## config.mk

```make
export PLATFORM = sky130hd
export DESIGN_NAME = pll_and_fast_onchip_oscillator_clock_config
export DESIGN_NICKNAME = d
export VERILOG_FILES = /design/src/pll_clk_pkg.sv /design/src/input_sync.sv /design/src/ratio_divider.sv /design/src/pll_and_fast_onchip_oscillator_clock_config.sv
export SDC_FILE = /design/constraint.sdc
export NUM_CORES = 1
export LEC_CHECK = 0
export ABC_AREA = 1
export BUFFER_PORTS_ARGS = -buffer_cell sky130_fd_sc_hd__buf_4
export CAP_MARGIN = 0
export CORE_MARGIN = 2
export CORE_UTILIZATION = 45
export CTS_CLUSTER_DIAMETER = 80
export DETAILED_ROUTE_END_ITERATION = 16
export PLACE_DENSITY = 0.66
export SLEW_MARGIN = 5
export SYNTH_ARGS = -nofsm -noshare
export SYNTH_HDL_FRONTEND = slang
export SYNTH_SLANG_ARGS = --single-unit
```

## constraint.sdc

```tcl
create_clock -name clock -period 13.1 [get_ports clock]
set_clock_uncertainty 0.15 [all_clocks]
set_input_delay 0.655 -clock clock [delete_from_list [all_inputs] [get_ports clock]]
set_output_delay 0.655 -clock clock [all_outputs]
set_load 0.01 [all_outputs]
```

## src/pll_clk_pkg.sv

```systemverilog
// Register map, field layout and lookups of the clock block.
package pll_clk_pkg;

  // ----------------------------------------------------------------
  // Register offsets.
  // ----------------------------------------------------------------
  localparam logic [7:0] ADDR_SECURITY = 8'h00;
  localparam logic [7:0] ADDR_LOOP_A = 8'h04;
  localparam logic [7:0] ADDR_LOOP_B = 8'h08;
  localparam logic [7:0] ADDR_OSC_STOP = 8'h0c;
  localparam logic [7:0] ADDR_OSC_FREQ = 8'h10;
  localparam logic [7:0] ADDR_OUT_DIV_A = 8'h14;
  localparam logic [7:0] ADDR_OUT_DIV_B = 8'h18;
  localparam logic [7:0] ADDR_STATUS = 8'h1c;

  // ----------------------------------------------------------------
  // Field positions and writable masks
  // ----------------------------------------------------------------
  localparam int IDIV_LSB = 0;
  localparam int SRC_BIT = 4;
  localparam int FRAC_LSB = 6;
  localparam int MUL_LSB = 8;
  localparam logic [15:0] LOOP_CTRL_MASK = 16'hffd3;
  localparam logic [15:0] LOOP_CTRL_RESET = 16'h1900;
  localparam logic [7:0] MUL_MIN = 8'h34;
  localparam logic [7:0] LOOP_A_MUL_MAX = 8'hb3;
  localparam logic [7:0] LOOP_B_MUL_MAX = 8'hd3;
  localparam int SEC_SYSCLK_BIT = 0;
  localparam int SEC_FASTOSC_BIT = 2;
  localparam int OSC_STOP_BIT = 0;
  localparam int OSC_FREQ_LSB = 0;
  localparam int OUT_P_LSB = 0;
  localparam int OUT_Q_LSB = 4;
  localparam int OUT_R_LSB = 8;
  localparam logic [11:0] OUT_DIV_MASK = 12'h777;
  localparam logic [11:0] OUT_DIV_RESET = 12'h000;
  localparam logic [2:0] P_CODE_MAX = 3'h4;
  localparam logic [2:0] QR_CODE_MAX = 3'h6;

  // ----------------------------------------------------------------
  // Status bits and start-up timing
  // ----------------------------------------------------------------
  localparam int ST_REFUSED = 0;
  localparam int ST_BOOTED = 1;
  localparam int ST_STOPPED = 2;
  localparam int ST_MUL_BAD_A = 3;
  localparam int ST_MUL_BAD_B = 4;
  localparam logic [2:0] STRAP_SETTLE = 3'h4;
  localparam logic [2:0] OSC_FREQ_RESET = 3'h0;

  typedef enum logic {
    BOOT_SETTLE = 1'b0,
    BOOT_RUN = 1'b1
  } boot_e;

  // Input divider code to divide ratio 1..4.
  function automatic logic [2:0] idiv_ratio(input logic [1:0] code);
    idiv_ratio = {1'b0, code} + 3'h1;
  endfunction

  // Fractional factor code to sixths: 0, 1/3, 2/3, 1/2.
  function automatic logic [2:0] frac_sixths(input logic [1:0] code);
    case (code)
      2'h1: frac_sixths = 3'h2;
      2'h2: frac_sixths = 3'h4;
      2'h3: frac_sixths = 3'h3;
      default: frac_sixths = 3'h0;
    endcase
  endfunction

  // Output P code to ratio 2/4/6/8/16.
  function automatic logic [4:0] p_ratio(input logic [2:0] code);
    case (code)
      3'h1: p_ratio = 5'h04;
      3'h2: p_ratio = 5'h06;
      3'h3: p_ratio = 5'h08;
      3'h4: p_ratio = 5'h10;
      default: p_ratio = 5'h02;
    endcase
  endfunction

  // Output Q and R code to ratio 2/3/4/5/6/8/9.
  function automatic logic [4:0] qr_ratio(input logic [2:0] code);
    case (code)
      3'h1: qr_ratio = 5'h03;
      3'h2: qr_ratio = 5'h04;
      3'h3: qr_ratio = 5'h05;
      3'h4: qr_ratio = 5'h06;
      3'h5: qr_ratio = 5'h08;
      3'h6: qr_ratio = 5'h09;
      default: qr_ratio = 5'h02;
    endcase
  endfunction

endpackage

```

## src/input_sync.sv

```systemverilog
// Three-stage synchroniser; the output follows once the last two stages agree.
`timescale 1ns/1ps
module input_sync #(
  parameter int WIDTH = 1
) (
  input wire logic clock,
  input wire logic sys_rst,
  input wire logic clockEnable,
  input wire logic [WIDTH-1:0] dataIn,
  output logic [WIDTH-1:0] dataOut
);

  if (WIDTH < 1) begin : g_bad_width
    $error("width must be at least one");
  end

  typedef struct packed {
    logic [WIDTH-1:0] first;
    logic [WIDTH-1:0] second;
    logic [WIDTH-1:0] third;
    logic [WIDTH-1:0] stable;
  } sync_s;

  sync_s st;
  sync_s next_st;

  // Stage one feeds only stage two; the output moves once stages two and three agree.
  always_comb begin
    next_st = st;
    next_st.first = dataIn;
    next_st.second = st.first;
    next_st.third = st.second;
    if (st.second == st.third) begin
      next_st.stable = st.third;
    end
  end

  // State register, frozen while the clock enable is low.
  always_ff @(posedge clock or posedge sys_rst) begin
    if (sys_rst) begin
      st <= '0;
    end else if (clockEnable) begin
      st <= next_st;
    end
  end

  assign dataOut = st.stable;

endmodule // input_sync

```

## src/ratio_divider.sv

```systemverilog
// Divides oscillator-stage ticks by a selectable ratio, one pulse per period.
`timescale 1ns/1ps
module ratio_divider #(
  parameter int RATIO_W = 5
) (
  input wire logic clock,
  input wire logic sys_rst,
  input wire logic clockEnable,
  input wire logic tick,
  input wire logic [RATIO_W-1:0] ratio,
  output logic divPulse
);

  if (RATIO_W < 2) begin : g_bad_width
    $error("ratio width must be at least two");
  end

  typedef struct packed {
    logic [RATIO_W-1:0] count;
    logic pulse;
  } div_s;

  div_s st;
  div_s next_st;

  // Counts ticks and fires on the last tick of each period.
  always_comb begin
    next_st = st;
    next_st.pulse = 1'b0;
    if (tick) begin
      if (st.count >= ratio - RATIO_W'(1)) begin
        next_st.count = '0;
        next_st.pulse = 1'b1;
      end else begin
        next_st.count = st.count + RATIO_W'(1);
      end
    end
  end

  // State register, frozen while the clock enable is low.
  always_ff @(posedge clock or posedge sys_rst) begin
    if (sys_rst) begin
      st <= '0;
    end else if (clockEnable) begin
      st <= next_st;
    end
  end

  assign divPulse = st.pulse;

endmodule // ratio_divider

```

## src/pll_and_fast_onchip_oscillator_clock_config.sv

```systemverilog
// Registers and control of two multiplying loops and the fast on-chip oscillator.
//
// Chosen here: the strobed register port and the register offsets.
`timescale 1ns/1ps
module pll_and_fast_onchip_oscillator_clock_config (
  input wire logic clock,
  input wire logic sys_rst,
  input wire logic clockEnable,
  input wire logic [7:0] regAddr,
  input wire logic [31:0] regWriteData,
  input wire logic regWrite,
  input wire logic regRead,
  output logic [31:0] regReadData,
  input wire logic secureAccess,
  input wire logic clockWriteEnable,
  input wire logic optionFastOscEnable,
  input wire logic [2:0] optionFastOscFreq,
  input wire logic [1:0] vcoTick,
  output logic [1:0] loopSourceSelect,
  output logic [1:0][2:0] loopInputDivide,
  output logic [1:0][10:0] loopFactorSixths,
  output logic [1:0][2:0] outClockPulse,
  output logic sysclkNonsecureAttr,
  output logic fastOscNonsecureAttr,
  output logic fastOscStop,
  output logic [2:0] fastOscFreqCode
);

  // ----------------------------------------------------------------
  // State
  // ----------------------------------------------------------------
  typedef struct packed {
    pll_clk_pkg::boot_e boot;
    logic [2:0] settle;
    logic [31:0] readData;
    logic sysclkAttr;
    logic fastOscAttr;
    logic [1:0][15:0] loopCtrl;
    logic [1:0][11:0] outDiv;
    logic oscStop;
    logic [2:0] oscFreq;
    logic refused;
    logic [1:0] srcSel;
    logic [1:0][2:0] inDiv;
    logic [1:0][10:0] factor;
  } state_s;

  localparam state_s STATE_RESET = '{
    boot: pll_clk_pkg::BOOT_SETTLE,
    settle: '0,
    readData: '0,
    sysclkAttr: 1'b0,
    fastOscAttr: 1'b0,
    loopCtrl: {pll_clk_pkg::LOOP_CTRL_RESET, pll_clk_pkg::LOOP_CTRL_RESET},
    outDiv: {pll_clk_pkg::OUT_DIV_RESET, pll_clk_pkg::OUT_DIV_RESET},
    oscStop: 1'b1,
    oscFreq: pll_clk_pkg::OSC_FREQ_RESET,
    refused: 1'b0,
    srcSel: '0,
    inDiv: {3'h1, 3'h1},
    factor: {11'h09c, 11'h09c}
  };

  state_s st;
  state_s next_st;

  logic strapEnable;
  logic [2:0] strapFreq;
  logic [1:0] mulBad;
  logic oscAccess;

  // ----------------------------------------------------------------
  // Option strap synchroniser
  // ----------------------------------------------------------------
  // Option straps are asynchronous, so they pass three stages.
  input_sync #(
    .WIDTH(4)
  ) u_strap_sync (
    .clock(clock),
    .sys_rst(sys_rst),
    .clockEnable(clockEnable),
    .dataIn({optionFastOscEnable, optionFastOscFreq}),
    .dataOut({strapEnable, strapFreq})
  );

  // Upper legal multiplier code of a loop.
  function automatic logic [7:0] mul_max(input int loop);
    mul_max = (loop == 0) ? pll_clk_pkg::LOOP_A_MUL_MAX : pll_clk_pkg::LOOP_B_MUL_MAX;
  endfunction

  // Whether a multiplier code is legal for a loop.
  function automatic logic mul_ok(input logic [7:0] code, input int loop);
    mul_ok = (code >= pll_clk_pkg::MUL_MIN) && (code <= mul_max(loop));
  endfunction

  // Flags loops whose multiplier, such as the reset value, is illegal.
  always_comb begin
    for (int k = 0; k < 2; k++) begin
      mulBad[k] = !mul_ok(st.loopCtrl[k][pll_clk_pkg::MUL_LSB +: 8], k);
    end
  end

  // Oscillator registers admit secure masters, or any once marked non-secure.
  assign oscAccess = secureAccess | st.fastOscAttr;

  // ----------------------------------------------------------------
  // Next-state logic
  // ----------------------------------------------------------------
  // Strap load, writes, read capture and derived loop settings.
  always_comb begin
    logic refuseEv;
    logic refuseClr;
    logic [1:0] loopSel;
    logic [1:0] divSel;
    logic [7:0] mulCode;
    logic [11:0] divCode;
    refuseEv = 1'b0;
    refuseClr = 1'b0;
    loopSel = 2'b00;
    divSel = 2'b00;
    mulCode = '0;
    divCode = '0;
    next_st = st;

    // Once the synchronised straps have settled, copy them in.
    case (st.boot)
      pll_clk_pkg::BOOT_SETTLE: begin
        next_st.settle = st.settle + 3'h1;
        if (st.settle == pll_clk_pkg::STRAP_SETTLE) begin
          next_st.boot = pll_clk_pkg::BOOT_RUN;
          next_st.oscStop = strapEnable;
          next_st.oscFreq = strapFreq;
        end
      end
      pll_clk_pkg::BOOT_RUN: begin
        next_st.settle = st.settle;
      end
      default: begin
        next_st.boot = pll_clk_pkg::BOOT_SETTLE;
      end
    endcase

    loopSel[0] = (regAddr == pll_clk_pkg::ADDR_LOOP_A);
    loopSel[1] = (regAddr == pll_clk_pkg::ADDR_LOOP_B);
    divSel[0] = (regAddr == pll_clk_pkg::ADDR_OUT_DIV_A);
    divSel[1] = (regAddr == pll_clk_pkg::ADDR_OUT_DIV_B);
    mulCode = regWriteData[pll_clk_pkg::MUL_LSB +: 8];
    divCode = regWriteData[11:0];

    // Writes; a refused write leaves the register and sets the sticky flag.
    if (regWrite) begin
      for (int k = 0; k < 2; k++) begin
        if (loopSel[k]) begin
          if (mul_ok(mulCode, k)) begin
            next_st.loopCtrl[k] = regWriteData[15:0] & pll_clk_pkg::LOOP_CTRL_MASK;
          end else begin
            refuseEv = 1'b1;
          end
        end
        if (divSel[k]) begin
          if ((divCode[pll_clk_pkg::OUT_P_LSB +: 3] <= pll_clk_pkg::P_CODE_MAX) &&
              (divCode[pll_clk_pkg::OUT_Q_LSB +: 3] <= pll_clk_pkg::QR_CODE_MAX) &&
              (divCode[pll_clk_pkg::OUT_R_LSB +: 3] <= pll_clk_pkg::QR_CODE_MAX)) begin
            next_st.outDiv[k] = divCode & pll_clk_pkg::OUT_DIV_MASK;
          end else begin
            refuseEv = 1'b1;
          end
        end
      end
      case (regAddr)
        pll_clk_pkg::ADDR_SECURITY: begin
          if (secureAccess) begin
            next_st.sysclkAttr = regWriteData[pll_clk_pkg::SEC_SYSCLK_BIT];
            next_st.fastOscAttr = regWriteData[pll_clk_pkg::SEC_FASTOSC_BIT];
          end else begin
            refuseEv = 1'b1;
          end
        end
        pll_clk_pkg::ADDR_OSC_STOP: begin
          if (oscAccess && clockWriteEnable && (st.boot == pll_clk_pkg::BOOT_RUN)) begin
            next_st.oscStop = regWriteData[pll_clk_pkg::OSC_STOP_BIT];
          end else begin
            refuseEv = 1'b1;
          end
        end
        pll_clk_pkg::ADDR_OSC_FREQ: begin
          if (oscAccess && clockWriteEnable && st.oscStop && (st.boot == pll_clk_pkg::BOOT_RUN)) begin
            next_st.oscFreq = regWriteData[pll_clk_pkg::OSC_FREQ_LSB +: 3];
          end else begin
            refuseEv = 1'b1;
          end
        end
        pll_clk_pkg::ADDR_STATUS: begin
          refuseClr = regWriteData[pll_clk_pkg::ST_REFUSED];
        end
        default: begin
          refuseClr = 1'b0;
        end
      endcase
    end

    // A refusal beside a clear keeps the flag set.
    next_st.refused = (st.refused & ~refuseClr) | refuseEv;

    // Read data stand in the next cycle; unused bits and offsets read zero.
    next_st.readData = '0;
    if (regRead) begin
      case (regAddr)
        pll_clk_pkg::ADDR_SECURITY: begin
          next_st.readData[pll_clk_pkg::SEC_SYSCLK_BIT] = st.sysclkAttr;
          next_st.readData[pll_clk_pkg::SEC_FASTOSC_BIT] = st.fastOscAttr;
        end
        pll_clk_pkg::ADDR_LOOP_A: begin
          next_st.readData[15:0] = st.loopCtrl[0];
        end
        pll_clk_pkg::ADDR_LOOP_B: begin
          next_st.readData[15:0] = st.loopCtrl[1];
        end
        pll_clk_pkg::ADDR_OSC_STOP: begin
          next_st.readData[pll_clk_pkg::OSC_STOP_BIT] = st.oscStop & oscAccess;
        end
        pll_clk_pkg::ADDR_OSC_FREQ: begin
          next_st.readData[pll_clk_pkg::OSC_FREQ_LSB +: 3] = oscAccess ? st.oscFreq : 3'h0;
        end
        pll_clk_pkg::ADDR_OUT_DIV_A: begin
          next_st.readData[11:0] = st.outDiv[0];
        end
        pll_clk_pkg::ADDR_OUT_DIV_B: begin
          next_st.readData[11:0] = st.outDiv[1];
        end
        pll_clk_pkg::ADDR_STATUS: begin
          next_st.readData[pll_clk_pkg::ST_REFUSED] = st.refused;
          next_st.readData[pll_clk_pkg::ST_BOOTED] = (st.boot == pll_clk_pkg::BOOT_RUN);
          next_st.readData[pll_clk_pkg::ST_STOPPED] = st.oscStop;
          next_st.readData[pll_clk_pkg::ST_MUL_BAD_A] = mulBad[0];
          next_st.readData[pll_clk_pkg::ST_MUL_BAD_B] = mulBad[1];
        end
        default: begin
          next_st.readData = '0;
        end
      endcase
    end

    // Derived loop settings follow the controls a cycle later.
    for (int k = 0; k < 2; k++) begin
      next_st.srcSel[k] = st.loopCtrl[k][pll_clk_pkg::SRC_BIT];
      next_st.inDiv[k] = pll_clk_pkg::idiv_ratio(st.loopCtrl[k][pll_clk_pkg::IDIV_LSB +: 2]);
      next_st.factor[k] = 11'((({3'h0, st.loopCtrl[k][pll_clk_pkg::MUL_LSB +: 8]} + 11'h001) * 11'h006)
                              + {8'h00, pll_clk_pkg::frac_sixths(st.loopCtrl[k][pll_clk_pkg::FRAC_LSB +: 2])});
    end
  end

  // ----------------------------------------------------------------
  // State register
  // ----------------------------------------------------------------
  // All control state, frozen while the clock enable is low.
  always_ff @(posedge clock or posedge sys_rst) begin
    if (sys_rst) begin
      st <= STATE_RESET;
    end else if (clockEnable) begin
      st <= next_st;
    end
  end

  // ----------------------------------------------------------------
  // Output dividers
  // ----------------------------------------------------------------
  // Three dividers per loop, P on slot 0 and Q, R on slots 1 and 2.
  for (genvar g = 0; g < 2; g++) begin : g_loop
    for (genvar o = 0; o < 3; o++) begin : g_out
      logic [4:0] ratio;
      if (o == 0) begin : g_p
        assign ratio = pll_clk_pkg::p_ratio(st.outDiv[g][pll_clk_pkg::OUT_P_LSB +: 3]);
      end else begin : g_qr
        assign ratio = pll_clk_pkg::qr_ratio(st.outDiv[g][o * pll_clk_pkg::OUT_Q_LSB +: 3]);
      end
      ratio_divider #(
        .RATIO_W(5)
      ) u_div (
        .clock(clock),
        .sys_rst(sys_rst),
        .clockEnable(clockEnable),
        .tick(vcoTick[g]),
        .ratio(ratio),
        .divPulse(outClockPulse[g][o])
      );
    end
  end

  // ----------------------------------------------------------------
  // Outputs straight from state
  // ----------------------------------------------------------------
  assign regReadData = st.readData;
  assign loopSourceSelect = st.srcSel;
  assign loopInputDivide = st.inDiv;
  assign loopFactorSixths = st.factor;
  assign sysclkNonsecureAttr = st.sysclkAttr;
  assign fastOscNonsecureAttr = st.fastOscAttr;
  assign fastOscStop = st.oscStop;
  assign fastOscFreqCode = st.oscFreq;

endmodule // pll_and_fast_onchip_oscillator_clock_config

```

### Word-level counts from Yosys, hierarchy flattened

Index checks and enable logic that the tools add are counted.

* bits in writable memories: 0
* bits in registers: 169
* word-level logic and storage cells: 205
* output and inout port bits: 74
* ROM bits: 0
* bits in latches: 0
* memories: 0

* div/mod/pow operators: 0
* $lt $le $gt $ge: 16
* equality and inequality tests: 47
* shift operators: 0
* bitwise logic cells: 6
* reductions and logical operators: 22
* add/sub/neg operators: 19
* $mul: 2
* muxes and demuxes: 60

Operators by type and width (number)
* one-hot mux 4 bit (6 select lines): 4
* equality test 3 bit, second input constant: 15
* one-hot mux 5 bit (4 select lines): 2
* equality test 3 x 2 -> 1 bit, second input constant: 12
* equality test 8 x 5 -> 1 bit, second input constant: 4
* less-or-equal comparator 8 bit, second input constant: 4
* 2-to-1 mux 1 bit: 31
* adder 5 x 1 -> 5 bit, second input constant: 6
* >= comparator 5 bit: 6
* 2-to-1 mux 5 bit: 6
* one-hot mux 7 bit (4 select lines): 1
* >= comparator 8 x 6 -> 1 bit, second input constant: 3
* adder 11 x 3 -> 11 bit: 2
* multiplier 9 x 2 -> 10 bit, second input constant: 2
* AND reduction 4 bit: 5
* subtractor 4 x 1 -> 5 bit, second input constant: 4
* adder 8 x 1 -> 9 bit, second input constant: 2
* equality test 3 x 1 -> 1 bit, second input constant: 6
* one-hot mux 3 bit (3 select lines): 2
* equality test 8 x 4 -> 1 bit, second input constant: 2
* 2-to-1 mux 16 bit: 1
* 2-to-1 mux 3 bit: 4
* 2-to-1 mux 4 bit: 3
* logical AND 1 bit: 10
* other kinds (20): 35

### Depth between registers and ports, before layout

Gate-level depths: netlist of run 1.

* depth in word-level cells: 15
* gate-level depth with buffers: 18
* gate-level depth less buffers: 18

### Hierarchy

From an unflattened synthesis of run 1, not the netlist that was laid out.

* cell total of the unflattened synthesis: 1440
* area total of the unflattened synthesis: 10821.6 sq um

By module, submodules not included
* pll_and_fast_onchip_oscillator_clock_config: instances 1, area an instance 7088.0 sq um, sequential area each 2548.7 sq um, cells an instance 946
* ratio_divider at g_loop[0].g_out[0].u_div ...: instances 5, area an instance 501.7 sq um, sequential area each 150.1 sq um, cells an instance 70
* input_sync: instances 1, area an instance 729.4 sq um, sequential area each 400.4 sq um, cells an instance 76
* ratio_divider at g_loop[1].g_out[2].u_div: instances 1, area an instance 495.5 sq um, sequential area each 150.1 sq um, cells an instance 68

### Worst setup path before layout of run 1

OpenSTA, ideal clock, no wires.

* path type: flip-flop to flip-flop
* from: register st[67] in the netlist's numbering
* to: register st (netlist bit loopFactorSixths[8])
* arrival time: 2279 ps
* setup time: 131 ps
* period minus slack after synthesis: 2560 ps
* buffers on the path: 0
* setup slack: 10540 ps
* stages on the path, launching flop included: 12
* cells stage by stage: dfstp_2 inv_1 ha_1 fa_1 nand3_1 nand2_1 nand2_2 nor2_2 nand2_2 nor2_4 xor2_1 o21ai_1

* longest elaborated chain between the ends: 3

RTL lines
* start, declared: line pll_and_fast_onchip_oscillator_clock_config.sv:64 `state_s st;`
* start signal, assigned: line pll_and_fast_onchip_oscillator_clock_config.sv:261 `st <= next_st;`
* adder 8 x 1 -> 9 bit: line pll_and_fast_onchip_oscillator_clock_config.sv:248 `next_st.factor[k] = 11'((({3'h0, st.loopCtrl[k][pll_clk_pkg::MUL_LSB +: 8]} + 11'h001) * 11'h006)`
* multiplier 9 x 2 -> 10 bit: line pll_and_fast_onchip_oscillator_clock_config.sv:248
* adder 11 x 3 -> 11 bit: line pll_and_fast_onchip_oscillator_clock_config.sv:249 `+ {8'h00, pll_clk_pkg::frac_sixths(st.loopCtrl[k][pll_clk_pkg::FRAC_LSB +: 2])});`

Every way passes these cells.
A chain may end at the register's enable or synchronous reset.

### Worst setup path in the final report of run 1

Same ends and word-level chain as after synthesis.

==> results.py, run 1 <==
metrics = {
    "placement": {
        "routabilityCongestion": 0.849,
        "preCtsSetupSlack_ps": 10260,
        "port_buffers": 93,
        "place_hpwl_mm": 16.8,
    },
    "power": {
        "pwr_density_cell_mw_per_mm2": 120,
        "leakage_nw": 5.62,
        "ir_drop_mv": 0.0794,
    },
    "detailed_routing": {
        "first_pass_iters": 5,
        "via_per_inst": 5.07,
        "wl_mm": 22.9,
        "antenna_left": 0,
        "vias": 8212,
        "drtIter0Drc": 440,
        "drcViolationCount": 0,
        "routedWlPerCell_um": 14.2,
    },
    "floorplan": {
        "rows": 54,
        "io_pins": 127,
        "initial_core_util_pct": 46.0,
        "core_area_mm2": 0.0219,
        "die-area_mm2": 0.0236,
        "die_x_um": 154,
        "die_h_um": 154,
    },
    "clock_tree": {
        "cts_root_buf": "clkbuf_16",
        "cts.path.max_buffers": 2,
        "cts_tree": "done",
        "cts_resized": 0,
        "clock_latency_ps": 430,
        "cts.sinks": 153,
        "cts_htree_levels": 4,
        "cts_buffers": 17,
        "cts_setup_buffers": 0,
        "hold_buffers": 0,
        "cts.clk_slew.worst_paths_ps": 70,
    },
    "finish": {
        "seq_area_mm2": 0.00385,
        "final_cell_mix": "nand2_1, inv_1, dfrtp_1",
        "multi_input_comb_area_mm2": 0.00498,
        "final_common_cell": "nand2_1",
        "syn2layout_area_growth_pct": 10.5,
        "drive_gt1_share_pct": 14.7,
        "fin_nets": 1450,
        "n_antenna_cell": 0,
        "num-fill-cells": 2140,
    },
    "sta": {
        "tightest_slew_ps": 1010,
        "finalHoldViolations": 0,
        "fin_tns_setup_ps": 0,
        "drv_slew": 0,
        "max_freq_ghz": 0.347,
        "fin_crit_ps": 2880,
        "rsz0062_at_grt": "no",
        "relSlewSlack_pct": 32.9,
        "holdWs_ps": 282,
        "finalSetupViolations": 0,
        "layout_setup_ws_ps": 10220,
        "fin_crit_sh_pct": 22.0,
    },
    "worst_setup_path": {
        "worst_ep_arrival_time_ps": 3030,
        "startpoint_type": "register",
        "cp.required_ps": 13250,
        "end_kind": "register",
        "cp_max_fo": 6,
        "crit_type": "reg -> reg",
    },
    "grt": {
        "grt_use_total_pct": 19.9,
        "grt_overflow": 0,
        "grt_pass1_vias": 7829,
        "grt_pass1_wl_mm": 38.4,
        "antenna_found_initial": 0,
        "grt_max_degree": 110,
    },
    "synthesis": {
        "netlist_top_cells_area": "dfrtp_1, nand2_1, ha_1",
        "seq_area_frac_synth_pct": 38.2,
        "netlist_area_mm2": 0.0101,
        "ys_types": 56,
        "async_reset_ff_share_pct": 100,
        "syn-instance-count": 1292,
        "synth-edff-count": 0,
        "yosys_warnings": 0,
        "synth_top_area_share_pct": 33.8,
        "synth.avg_cell_area_um2": 7.80,
        "synth_area_leader_cell": "dfrtp_1",
        "synth_ff_type": "dfrtp_1",
        "ys_ff_latch": 153,
    },
    "flow_run": {
        "cap_violations": 0,
    },
    "outcome": {
        "outcome": "finished, final reports clean",
    },
    "hold_path": {
        "hold_class": "in -> reg",
    },
}
[kinds of logic (layout without fill, tap and decap cells)]
| kind of cell | after synthesis | after routing | share of synthesized area (%) |
|---|---|---|---|
| AND/OR/NAND/NOR | 555 | 555 | 24.2 |
| buffers and inverters | 264 | 295 | 12.9 |
| AO/OA/AOI/OAI | 205 | 205 | 11.8 |
| flip-flops | 153 | 153 | 38.2 |
| adder cells (fa/ha/maj) | 71 | 71 | 9.04 |
| XOR/XNOR | 41 | 41 | 3.64 |
| other | 2 | 18 | 0.0745 |
| multiplexers | 1 | 1 | 0.112 |
[synthesized netlist by cell type (3+ instances only)]
master	count
nor2_1	62
a21oi_1	36
clkinv_1	3
nand3_1	69
o211ai_1	6
a22o_1	5
buf_4	72
o31ai_1	3
inv_2	5
buf_6	4
ha_1	68
xnor2_1	13
o21a_1	6
o21ai_2	13
nor3_1	11
or2_2	3
nand2_2	10
o21ai_1	28
dfrtp_1	136
buf_2	6
o21ai_0	86
o22ai_1	8
nand4_1	22
xor2_1	27
fa_1	3
dfstp_2	17
nand3b_1	6
nor2_2	4
inv_1	158
nand2_1	353
o21bai_1	5
clkbuf_1	12
[registers in the layout (all words and copies together) (netlist names)]
name	count
fastOscFreqCode	3
fastOscNonsecureAttr	1
fastOscStop	1
g_loop.g_out.u_div.divPulse	6
g_loop.g_out.u_div.st	30
loopFactorSixths	22
loopInputDivide	6
loopSourceSelect	2
next_st	2
regReadData	16
st	47
sysclkNonsecureAttr	1
u_strap_sync.dataOut	4
u_strap_sync.next_st	8
u_strap_sync.st	4
[routing by layer]
| layer | vias to the layer above | routed length, um | track usage (%) | part of all wire (%) |
|---|---|---|---|---|
| met5 | - | 0 | 0 | 0 |
| met1 | 3864 | 10600 | 26.2 | 46 |
| li1 | 4145 | - | - | - |
| met2 | 173 | 11000 | 33.7 | 48 |
| met4 | 0 | 436 | 5.99 | 1.9 |
| met3 | 30 | 909 | 3.47 | 4.0 |
[power breakdown]
group	leakage (nW)	total, mW	internal [mW]	switching, mW
Sequential	2.01	0.573	0.526	0.0471
Combinational	3.34	0.265	0.109	0.156
Clock	0.279	0.503	0.285	0.218
Total	5.62	1.34	0.919	0.421
[metrics by stage]
stage | instances | cell area [um^2] | util (%) | total power, mW
after floorplan | 1308 | 10100 | - | 0.776
after global placement | 1587 | 10500 | 48.1 | 0.837
after detailed placement | 1587 | 10500 | 48.1 | 0.846
after CTS | 1619 | 11100 | 50.8 | 1.36
after global routing | 1619 | 11100 | 50.8 | 1.42
final | 1619 | 11100 | 50.8 | 1.34
[final cells by class]
| cell class | count | area share [%] |
|---|---|---|
| Clock inverter | 15 | 1.51 |
| Sequential cell | 153 | 34.6 |
| Clock buffer | 17 | 3.82 |
| Timing Repair Buffer | 95 | 6.41 |
| Multi-Input combinational cell | 891 | 44.8 |
| Inverter | 168 | 5.74 |
| Tap cell | 280 | 3.15 |
[worst paths after layout]
kind,startpoint,end,slack [ps],depth (start not counted)
min,optionFastOscFreq[1],u_strap_sync.next_st[9],280,3
min reg2reg,loopFactorSixths[2],loopFactorSixths[2],320,2
max,st[67],loopFactorSixths[8],10220,14
max reg2reg,st[67],loopFactorSixths[8],10220,14
max in group asynchronous,sys_rst,st[81],11280,3
min in group asynchronous,sys_rst,regReadData[8],310,2
[critical path: stages (launching register included)]
cell,delay (ps)
dfstp_2,620
ha_1,210
xor2_1,350
ha_1,390
nand2_1,100
nand2_1,70
inv_1,90
nand2_1,80
nand2_1,80
nand2_2,70
nor2_2,90
nand2_2,80
nor2_4,110
xor2_1,170
o21ai_1,70
(Power assumes the default switching activity.)
==> run 2, diff against run 1 <==
- clock period: 13.1 -> 2.71 ns (I/O delays scaled with it)
==> run 2 against run 1 <==
Wire length is 5.0% higher. Sequential share of layout area fell by 2.9 points. Combinational power increased to 5.4 times the previous value. Clock-buffer cell count rose by 1. Clock power grew to 5.0 times the previous value. Sequential cell count did not move. Largest cell class unchanged.
==> results.py, run 2 (synthesized netlist as in run 1, its figures left out) <==
metrics = {
    "outcome": {
        "outcome": "finished, final reports clean",
    },
    "flow_run": {
        "cap_violations": 0,
    },
    "worst_setup_path": {
        "cp_max_fo": 6,
        "cp_slowest_cell": "dfstp_2",
        "cpMostUsedCell": "nand2_1",
        "slowest_delay_ps": 610,
        "worst_ep_arrival_time_ps": 2850,
        "startpoint_type": "register",
        "cp.required_ps": 2880,
        "path_cells": "ha_4 -> nand3_2 -> xor2_2 -> ha_2 -> nand2_1 -> nand2_1 -> inv_1 -> nand2_1 -> nand2_1 -> nand2_1 -> inv_1 -> nand2_2 -> nor2_4 -> nand4_1 -> nand3_1 -> nand2_1",
        "end_kind": "register",
        "crit_type": "reg -> reg",
    },
    "sta": {
        "finalSetupViolations": 0,
        "fin_crit_sh_pct": 98.8,
        "relSlewSlack_pct": 65.9,
        "finalHoldViolations": 0,
        "fin_tns_setup_ps": 0,
        "tightest_slew_ps": 511,
        "drv_slew": 0,
        "layout_setup_ws_ps": 31.4,
        "rsz0062_at_grt": "yes",
        "fin_crit_ps": 2680,
        "max_freq_ghz": 0.373,
    },
    "finish": {
        "fin_nets": 1511,
        "num-fill-cells": 2039,
        "final_cell_mix": "nand2_1, inv_1, dfrtp_1",
        "largest_register_ffs": 47,
        "drive_gt1_share_pct": 22.5,
        "n_antenna_cell": 0,
        "final_common_cell": "nand2_1",
        "top_register": "st",
        "syn2layout_area_growth_pct": 20.5,
    },
    "clock_tree": {
        "cts_buffers": 17,
        "cts.path.max_buffers": 2,
        "cts_tree": "done",
        "cts.sinks": 153,
        "clock_latency_ps": 430,
        "cts.clk_slew.worst_paths_ps": 70,
        "cts_htree_levels": 4,
        "cts_root_buf": "clkbuf_16",
    },
    "detailed_routing": {
        "first_pass_iters": 5,
        "via_per_inst": 5.02,
        "drcViolationCount": 0,
        "routedWlPerCell_um": 14.3,
        "antenna_left": 0,
        "vias": 8438,
        "drtIter0Drc": 471,
        "wl_mm": 24.1,
    },
    "placement": {
        "port_buffers": 93,
        "place_hpwl_mm": 17.4,
        "routabilityCongestion": 0.828,
        "preCtsSetupSlack_ps": -10.4,
    },
    "floorplan": {
        "io_pins": 127,
        "core_area_mm2": 0.0219,
        "initial_core_util_pct": 46.0,
        "die_x_um": 154,
        "die-area_mm2": 0.0236,
        "rows": 54,
        "die_h_um": 154,
    },
    "grt": {
        "grt_overflow": 0,
        "grt_pass1_vias": 8081,
        "grt_pass1_wl_mm": 39.5,
        "grt_use_total_pct": 20.3,
        "antenna_found_initial": 0,
        "grt_max_degree": 60,
    },
    "power": {
        "switchingPower_mw": 2.11,
        "p_int_mw": 4.59,
        "clockPowerShare_pct": 37.3,
        "pwr_density_cell_mw_per_mm2": 552,
        "ir_drop_mv": 0.385,
        "p_sw_share_pct": 31.5,
        "combPwrFrac_pct": 21.4,
        "seqPwrFrac_pct": 41.4,
        "total_power_mw": 6.70,
        "leakage_nw": 5.92,
    },
    "hold_path": {
        "hold_class": "in -> reg",
    },
}
==> run 2: cell types whose count changed in the layout (fill, tap and decap cells not counted), moves of 10 or more <==
cell,previous run,this run
ha_4,0,13
nor2_1,62,52
dlygate4sd3_1,0,26
buf_4,95,126
ha_1,68,52
nand2_1,353,331
nand2_2,10,31
==> run 2: power groups by stage <==
stage	clock, mW	combinational, mW	sequential (mW)
final	2.49	1.43	2.77
after global routing	2.64	1.65	2.81
after CTS	2.55	1.38	2.77
after detailed placement	0	1.33	2.80
after global placement	0	1.29	2.80
after floorplan	0	1.01	2.74
==> run 2: final timing paths <==
| check | cells after the start | endpoint | from | slack, ps |
|---|---|---|---|---|
| max in group asynchronous | 4 | loopInputDivide[3] | sys_rst | 1540 |
| setup reg to reg | 16 | loopFactorSixths[10] | st[67] | 30 |
| hold reg to reg | 2 | loopFactorSixths[2] | loopFactorSixths[2] | 310 |
| hold / removal | 5 | g_loop[0].g_out[1].u_div.st[2] | vcoTick[0] | 30 |
| setup / recovery | 16 | loopFactorSixths[10] | st[67] | 30 |
| min in group asynchronous | 3 | st[73] | sys_rst | 160 |
==> run 2: cell type report <==
cell class | instances | area (um^2) | area share (%)
clock buffer | 18 | 439 | 3.62
tap | 280 | 350 | 2.89
multi-input combinational | 891 | 5400 | 44.5
sequential | 153 | 3850 | 31.7
clock inverter | 14 | 179 | 1.47
timing repair buffer | 156 | 1280 | 10.5
inverter | 168 | 638 | 5.26
==> run 2: routing by layer <==
metal / global-route usage (%) / vias to the layer above / part of all wire, %
li1: - / 4277 / -
met5: 0 / - / 0
met3: 3.13 / 42 / 4.2
met4: 6.51 / 0 / 2.5
met2: 33.2 / 193 / 48
met1: 27.7 / 3926 / 45
==> run 2: critical path, delay by kind of cell, from the launching register on <==
kind          cells  cell delay [ps]
simple gates     11              930
xor+xnor          1              210
buf+inv           2              170
flops             1              610
fa+ha+maj         2              490
==> run 2: timing repair <==
item | 4_1_cts | 5_1_grt
endpoints found under the setup margin | 6 | 28
buffers inserted | 0 | 10
hold buffers | 26 | 0
hold endpoints to repair | 127 | 0
pin swaps | 1 | 37
gates resized for setup | 5 | 103
==> run 2: metrics by stage <==
stage	hold WS [ps]	std cells	util [%]	area, um^2
2_1_floorplan	102	1308	-	10100
6_report	25.3	1680	55.5	12100
3_3_place_gp	53.1	1612	49.2	10800
5_1_grt	47.7	1680	55.5	12100
4_1_cts	14.8	1670	53.2	11700
3_5_place_dp	53.6	1612	49.2	10800
==> run 3, diff against run 2 <==
- PLACE_DENSITY: 0.66 -> 0.65
- SYNTH_HIERARCHICAL: unset -> 1
==> run 3 against run 2 <==
The run now ends with setup timing left. Via count up 10%. Fmax shrank 1.9%. Design area rose by 9.6%. Sequential share of layout area is 2.8 points lower. Largest cell class unchanged. Highest routed layer unchanged.
==> results.py, run 3 <==
metrics = {
    "worst_setup_path": {
        "end_kind": "register",
        "cp.required_ps": 2870,
        "path_cells": "ha_4 -> nand3_4 -> nor3_2 -> xor2_1 -> inv_2 -> ha_4 -> buf_4 -> inv_1 -> nand4_1 -> nand2_4 -> inv_2 -> nand4_1 -> nand2_1 -> nand3_1 -> nand2_1",
        "startpoint_type": "register",
        "worst_ep_arrival_time_ps": 2890,
        "cp_slowest_cell": "dfstp_2",
        "crit_type": "reg -> reg",
        "slowest_delay_ps": 610,
        "cp_max_fo": 5,
    },
    "sta": {
        "max_freq_ghz": 0.366,
        "relSlewSlack_pct": 46.1,
        "fin_tns_setup_ps": -19.2,
        "tightest_slew_ps": 806,
        "finalSetupViolations": 1,
        "layout_setup_ws_ps": -19.2,
        "fin_crit_ps": 2730,
        "finalHoldViolations": 0,
        "drv_slew": 0,
        "fin_crit_sh_pct": 101,
        "holdWs_ps": 73.6,
        "rsz0062_at_grt": "yes",
    },
    "flow_run": {
        "cap_violations": 0,
    },
    "detailed_routing": {
        "routedWlPerCell_um": 14.0,
        "drtIter0Drc": 623,
        "wl_met2_mm": 12.8,
        "via_per_inst": 4.89,
        "antenna_left": 0,
        "first_pass_iters": 5,
        "routedLengthMet1_mm": 12.2,
        "drcViolationCount": 0,
        "met3_length_mm": 1.16,
        "wl_mm": 26.5,
        "vias": 9287,
        "highest_layer": "met4",
    },
    "finish": {
        "top_register": "st",
        "largest_register_ffs": 47,
        "final_common_cell": "nand2_1",
        "final_cell_mix": "nand2_1, inv_1, buf_4",
        "drive_gt1_share_pct": 26.4,
        "fin_nets": 1694,
        "fin_area_mm2": 0.0133,
        "syn2layout_area_growth_pct": 23.0,
        "n_antenna_cell": 0,
    },
    "power": {
        "switchingPower_mw": 2.35,
        "clockPowerShare_pct": 33.6,
        "combPwrFrac_pct": 25.5,
        "ir_drop_mv": 0.354,
        "p_int_mw": 4.61,
        "leakage_nw": 6.69,
        "seqPwrFrac_pct": 40.9,
        "total_power_mw": 6.96,
        "p_sw_share_pct": 33.7,
        "pwr_density_cell_mw_per_mm2": 523,
    },
    "placement": {
        "port_buffers": 93,
        "routabilityCongestion": 0.886,
        "place_area_mm2": 0.0117,
        "preCtsSetupSlack_ps": -125,
        "place_hpwl_mm": 19.3,
    },
    "hold_path": {
        "hold_class": "in -> reg",
    },
    "floorplan": {
        "die_x_um": 159,
        "initial_core_util_pct": 46.0,
        "rows": 56,
        "die_h_um": 159,
        "core_area_mm2": 0.0235,
        "io_pins": 127,
        "die-area_mm2": 0.0253,
    },
    "synthesis": {
        "synth.avg_cell_area_um2": 7.52,
        "syn-instance-count": 1440,
        "ys_types": 45,
        "yosysMostFrequentCell": "nand2_1",
        "synth_top_area_share_pct": 31.4,
        "ys_ff_latch": 153,
        "synthTopCellsByCount": "nand2_1, inv_1, dfrtp_1",
        "netlist_area_mm2": 0.0108,
        "synth_ff_type": "dfrtp_1",
        "synth-edff-count": 0,
        "async_reset_ff_share_pct": 100,
        "seq_area_frac_synth_pct": 35.6,
        "synth_area_leader_cell": "dfrtp_1",
        "netlist_top_cells_area": "dfrtp_1, nand2_1, ha_1",
        "yosys_warnings": 6,
    },
    "clock_tree": {
        "cts.clk_slew.worst_paths_ps": 70,
        "cts.sinks": 153,
        "clock_latency_ps": 430,
        "cts_buffers": 17,
        "cts_root_buf": "clkbuf_16",
        "cts_tree": "done",
        "cts_htree_levels": 4,
        "cts.path.max_buffers": 2,
    },
    "grt": {
        "grt_pass1_vias": 8740,
        "grt_overflow": 0,
        "grt_pass1_wl_mm": 42.8,
        "grt_use_total_pct": 20.6,
        "grt_max_degree": 53,
        "antenna_found_initial": 0,
    },
    "outcome": {
        "outcome": "finished with violations",
        "violations": "setup timing",
    },
}
==> run 3: layer usage <==
metal | track usage, % | vias up
li1 | - | 4746
met1 | 27.8 | 4327
met2 | 34.3 | 188
met3 | 3.86 | 26
met4 | 5.33 | 0
met5 | 0 | -
==> run 3: metrics by stage <==
stage               util (%)  cells
floorplan                  -   1463
global placement        49.7   1827
detailed placement      49.7   1827
CTS                     54.3   1885
global route            56.5   1900
finish                  56.5   1900
==> run 3: worst paths after layout <==
check | start | endpoint | slack [ps] | cells past startpoint
setup / recovery | st[67] | loopFactorSixths[10] | -20 | 15
hold / removal | regAddr[5] | regReadData[3] | 70 | 4
setup reg to reg | st[67] | loopFactorSixths[10] | -20 | 15
hold reg to reg | loopFactorSixths[13] | loopFactorSixths[13] | 320 | 2
max in group asynchronous | sys_rst | loopFactorSixths[7] | 1300 | 4
min in group asynchronous | sys_rst | g_loop[1].g_out[0].u_div/st[1] | 110 | 3
==> run 3: kinds of logic after synthesis <==
logic type	synth area share [%]
and+or+nand+nor	27.7
buffers and inverters	13.5
AOI/OAI and AO/OA	10.3
DFF	35.6
adders and majority gates	8.65
xor gates and xnor gates	3.80
muxes	0.416
other	0.0347
==> run 3: critical path, delay by kind of cell (launching register included) <==
kind                       cells  cell delay [ps]
DFF                            1              610
and+or+nand+nor                8              840
xor gates and xnor gates       1              220
buffers and inverters          4              330
adders and majority gates      2              440
==> run 3: power by group through the flow <==
stage	combinational, mW	clock [mW]	sequential (mW)
2_1_floorplan	1.34	0	2.83
3_3_place_gp	1.66	0	2.87
3_5_place_dp	1.70	0	2.88
4_1_cts	1.75	2.38	2.84
5_1_grt	2.08	2.48	2.89
6_report	1.77	2.34	2.85
==> run 3: cell type report <==
cell class / instances / area, um^2
fill: 2174 / 10200
multi-input combinational: 1004 / 6240
sequential: 153 / 3850
timing repair buffer: 176 / 1430
inverter: 216 / 825
clock buffer: 18 / 429
tap: 319 / 399
clock inverter: 14 / 139
==> run 3: what timing repair did <==
| item | 4_1_cts | 5_1_grt |
|---|---|---|
| hold endpoints to repair | 142 | 0 |
| gates resized for setup | 40 | 120 |
| setup endpoints to repair | 7 | 31 |
| buffers inserted | 0 | 15 |
| hold buffers | 26 | 0 |
| pin swaps | 13 | 72 |
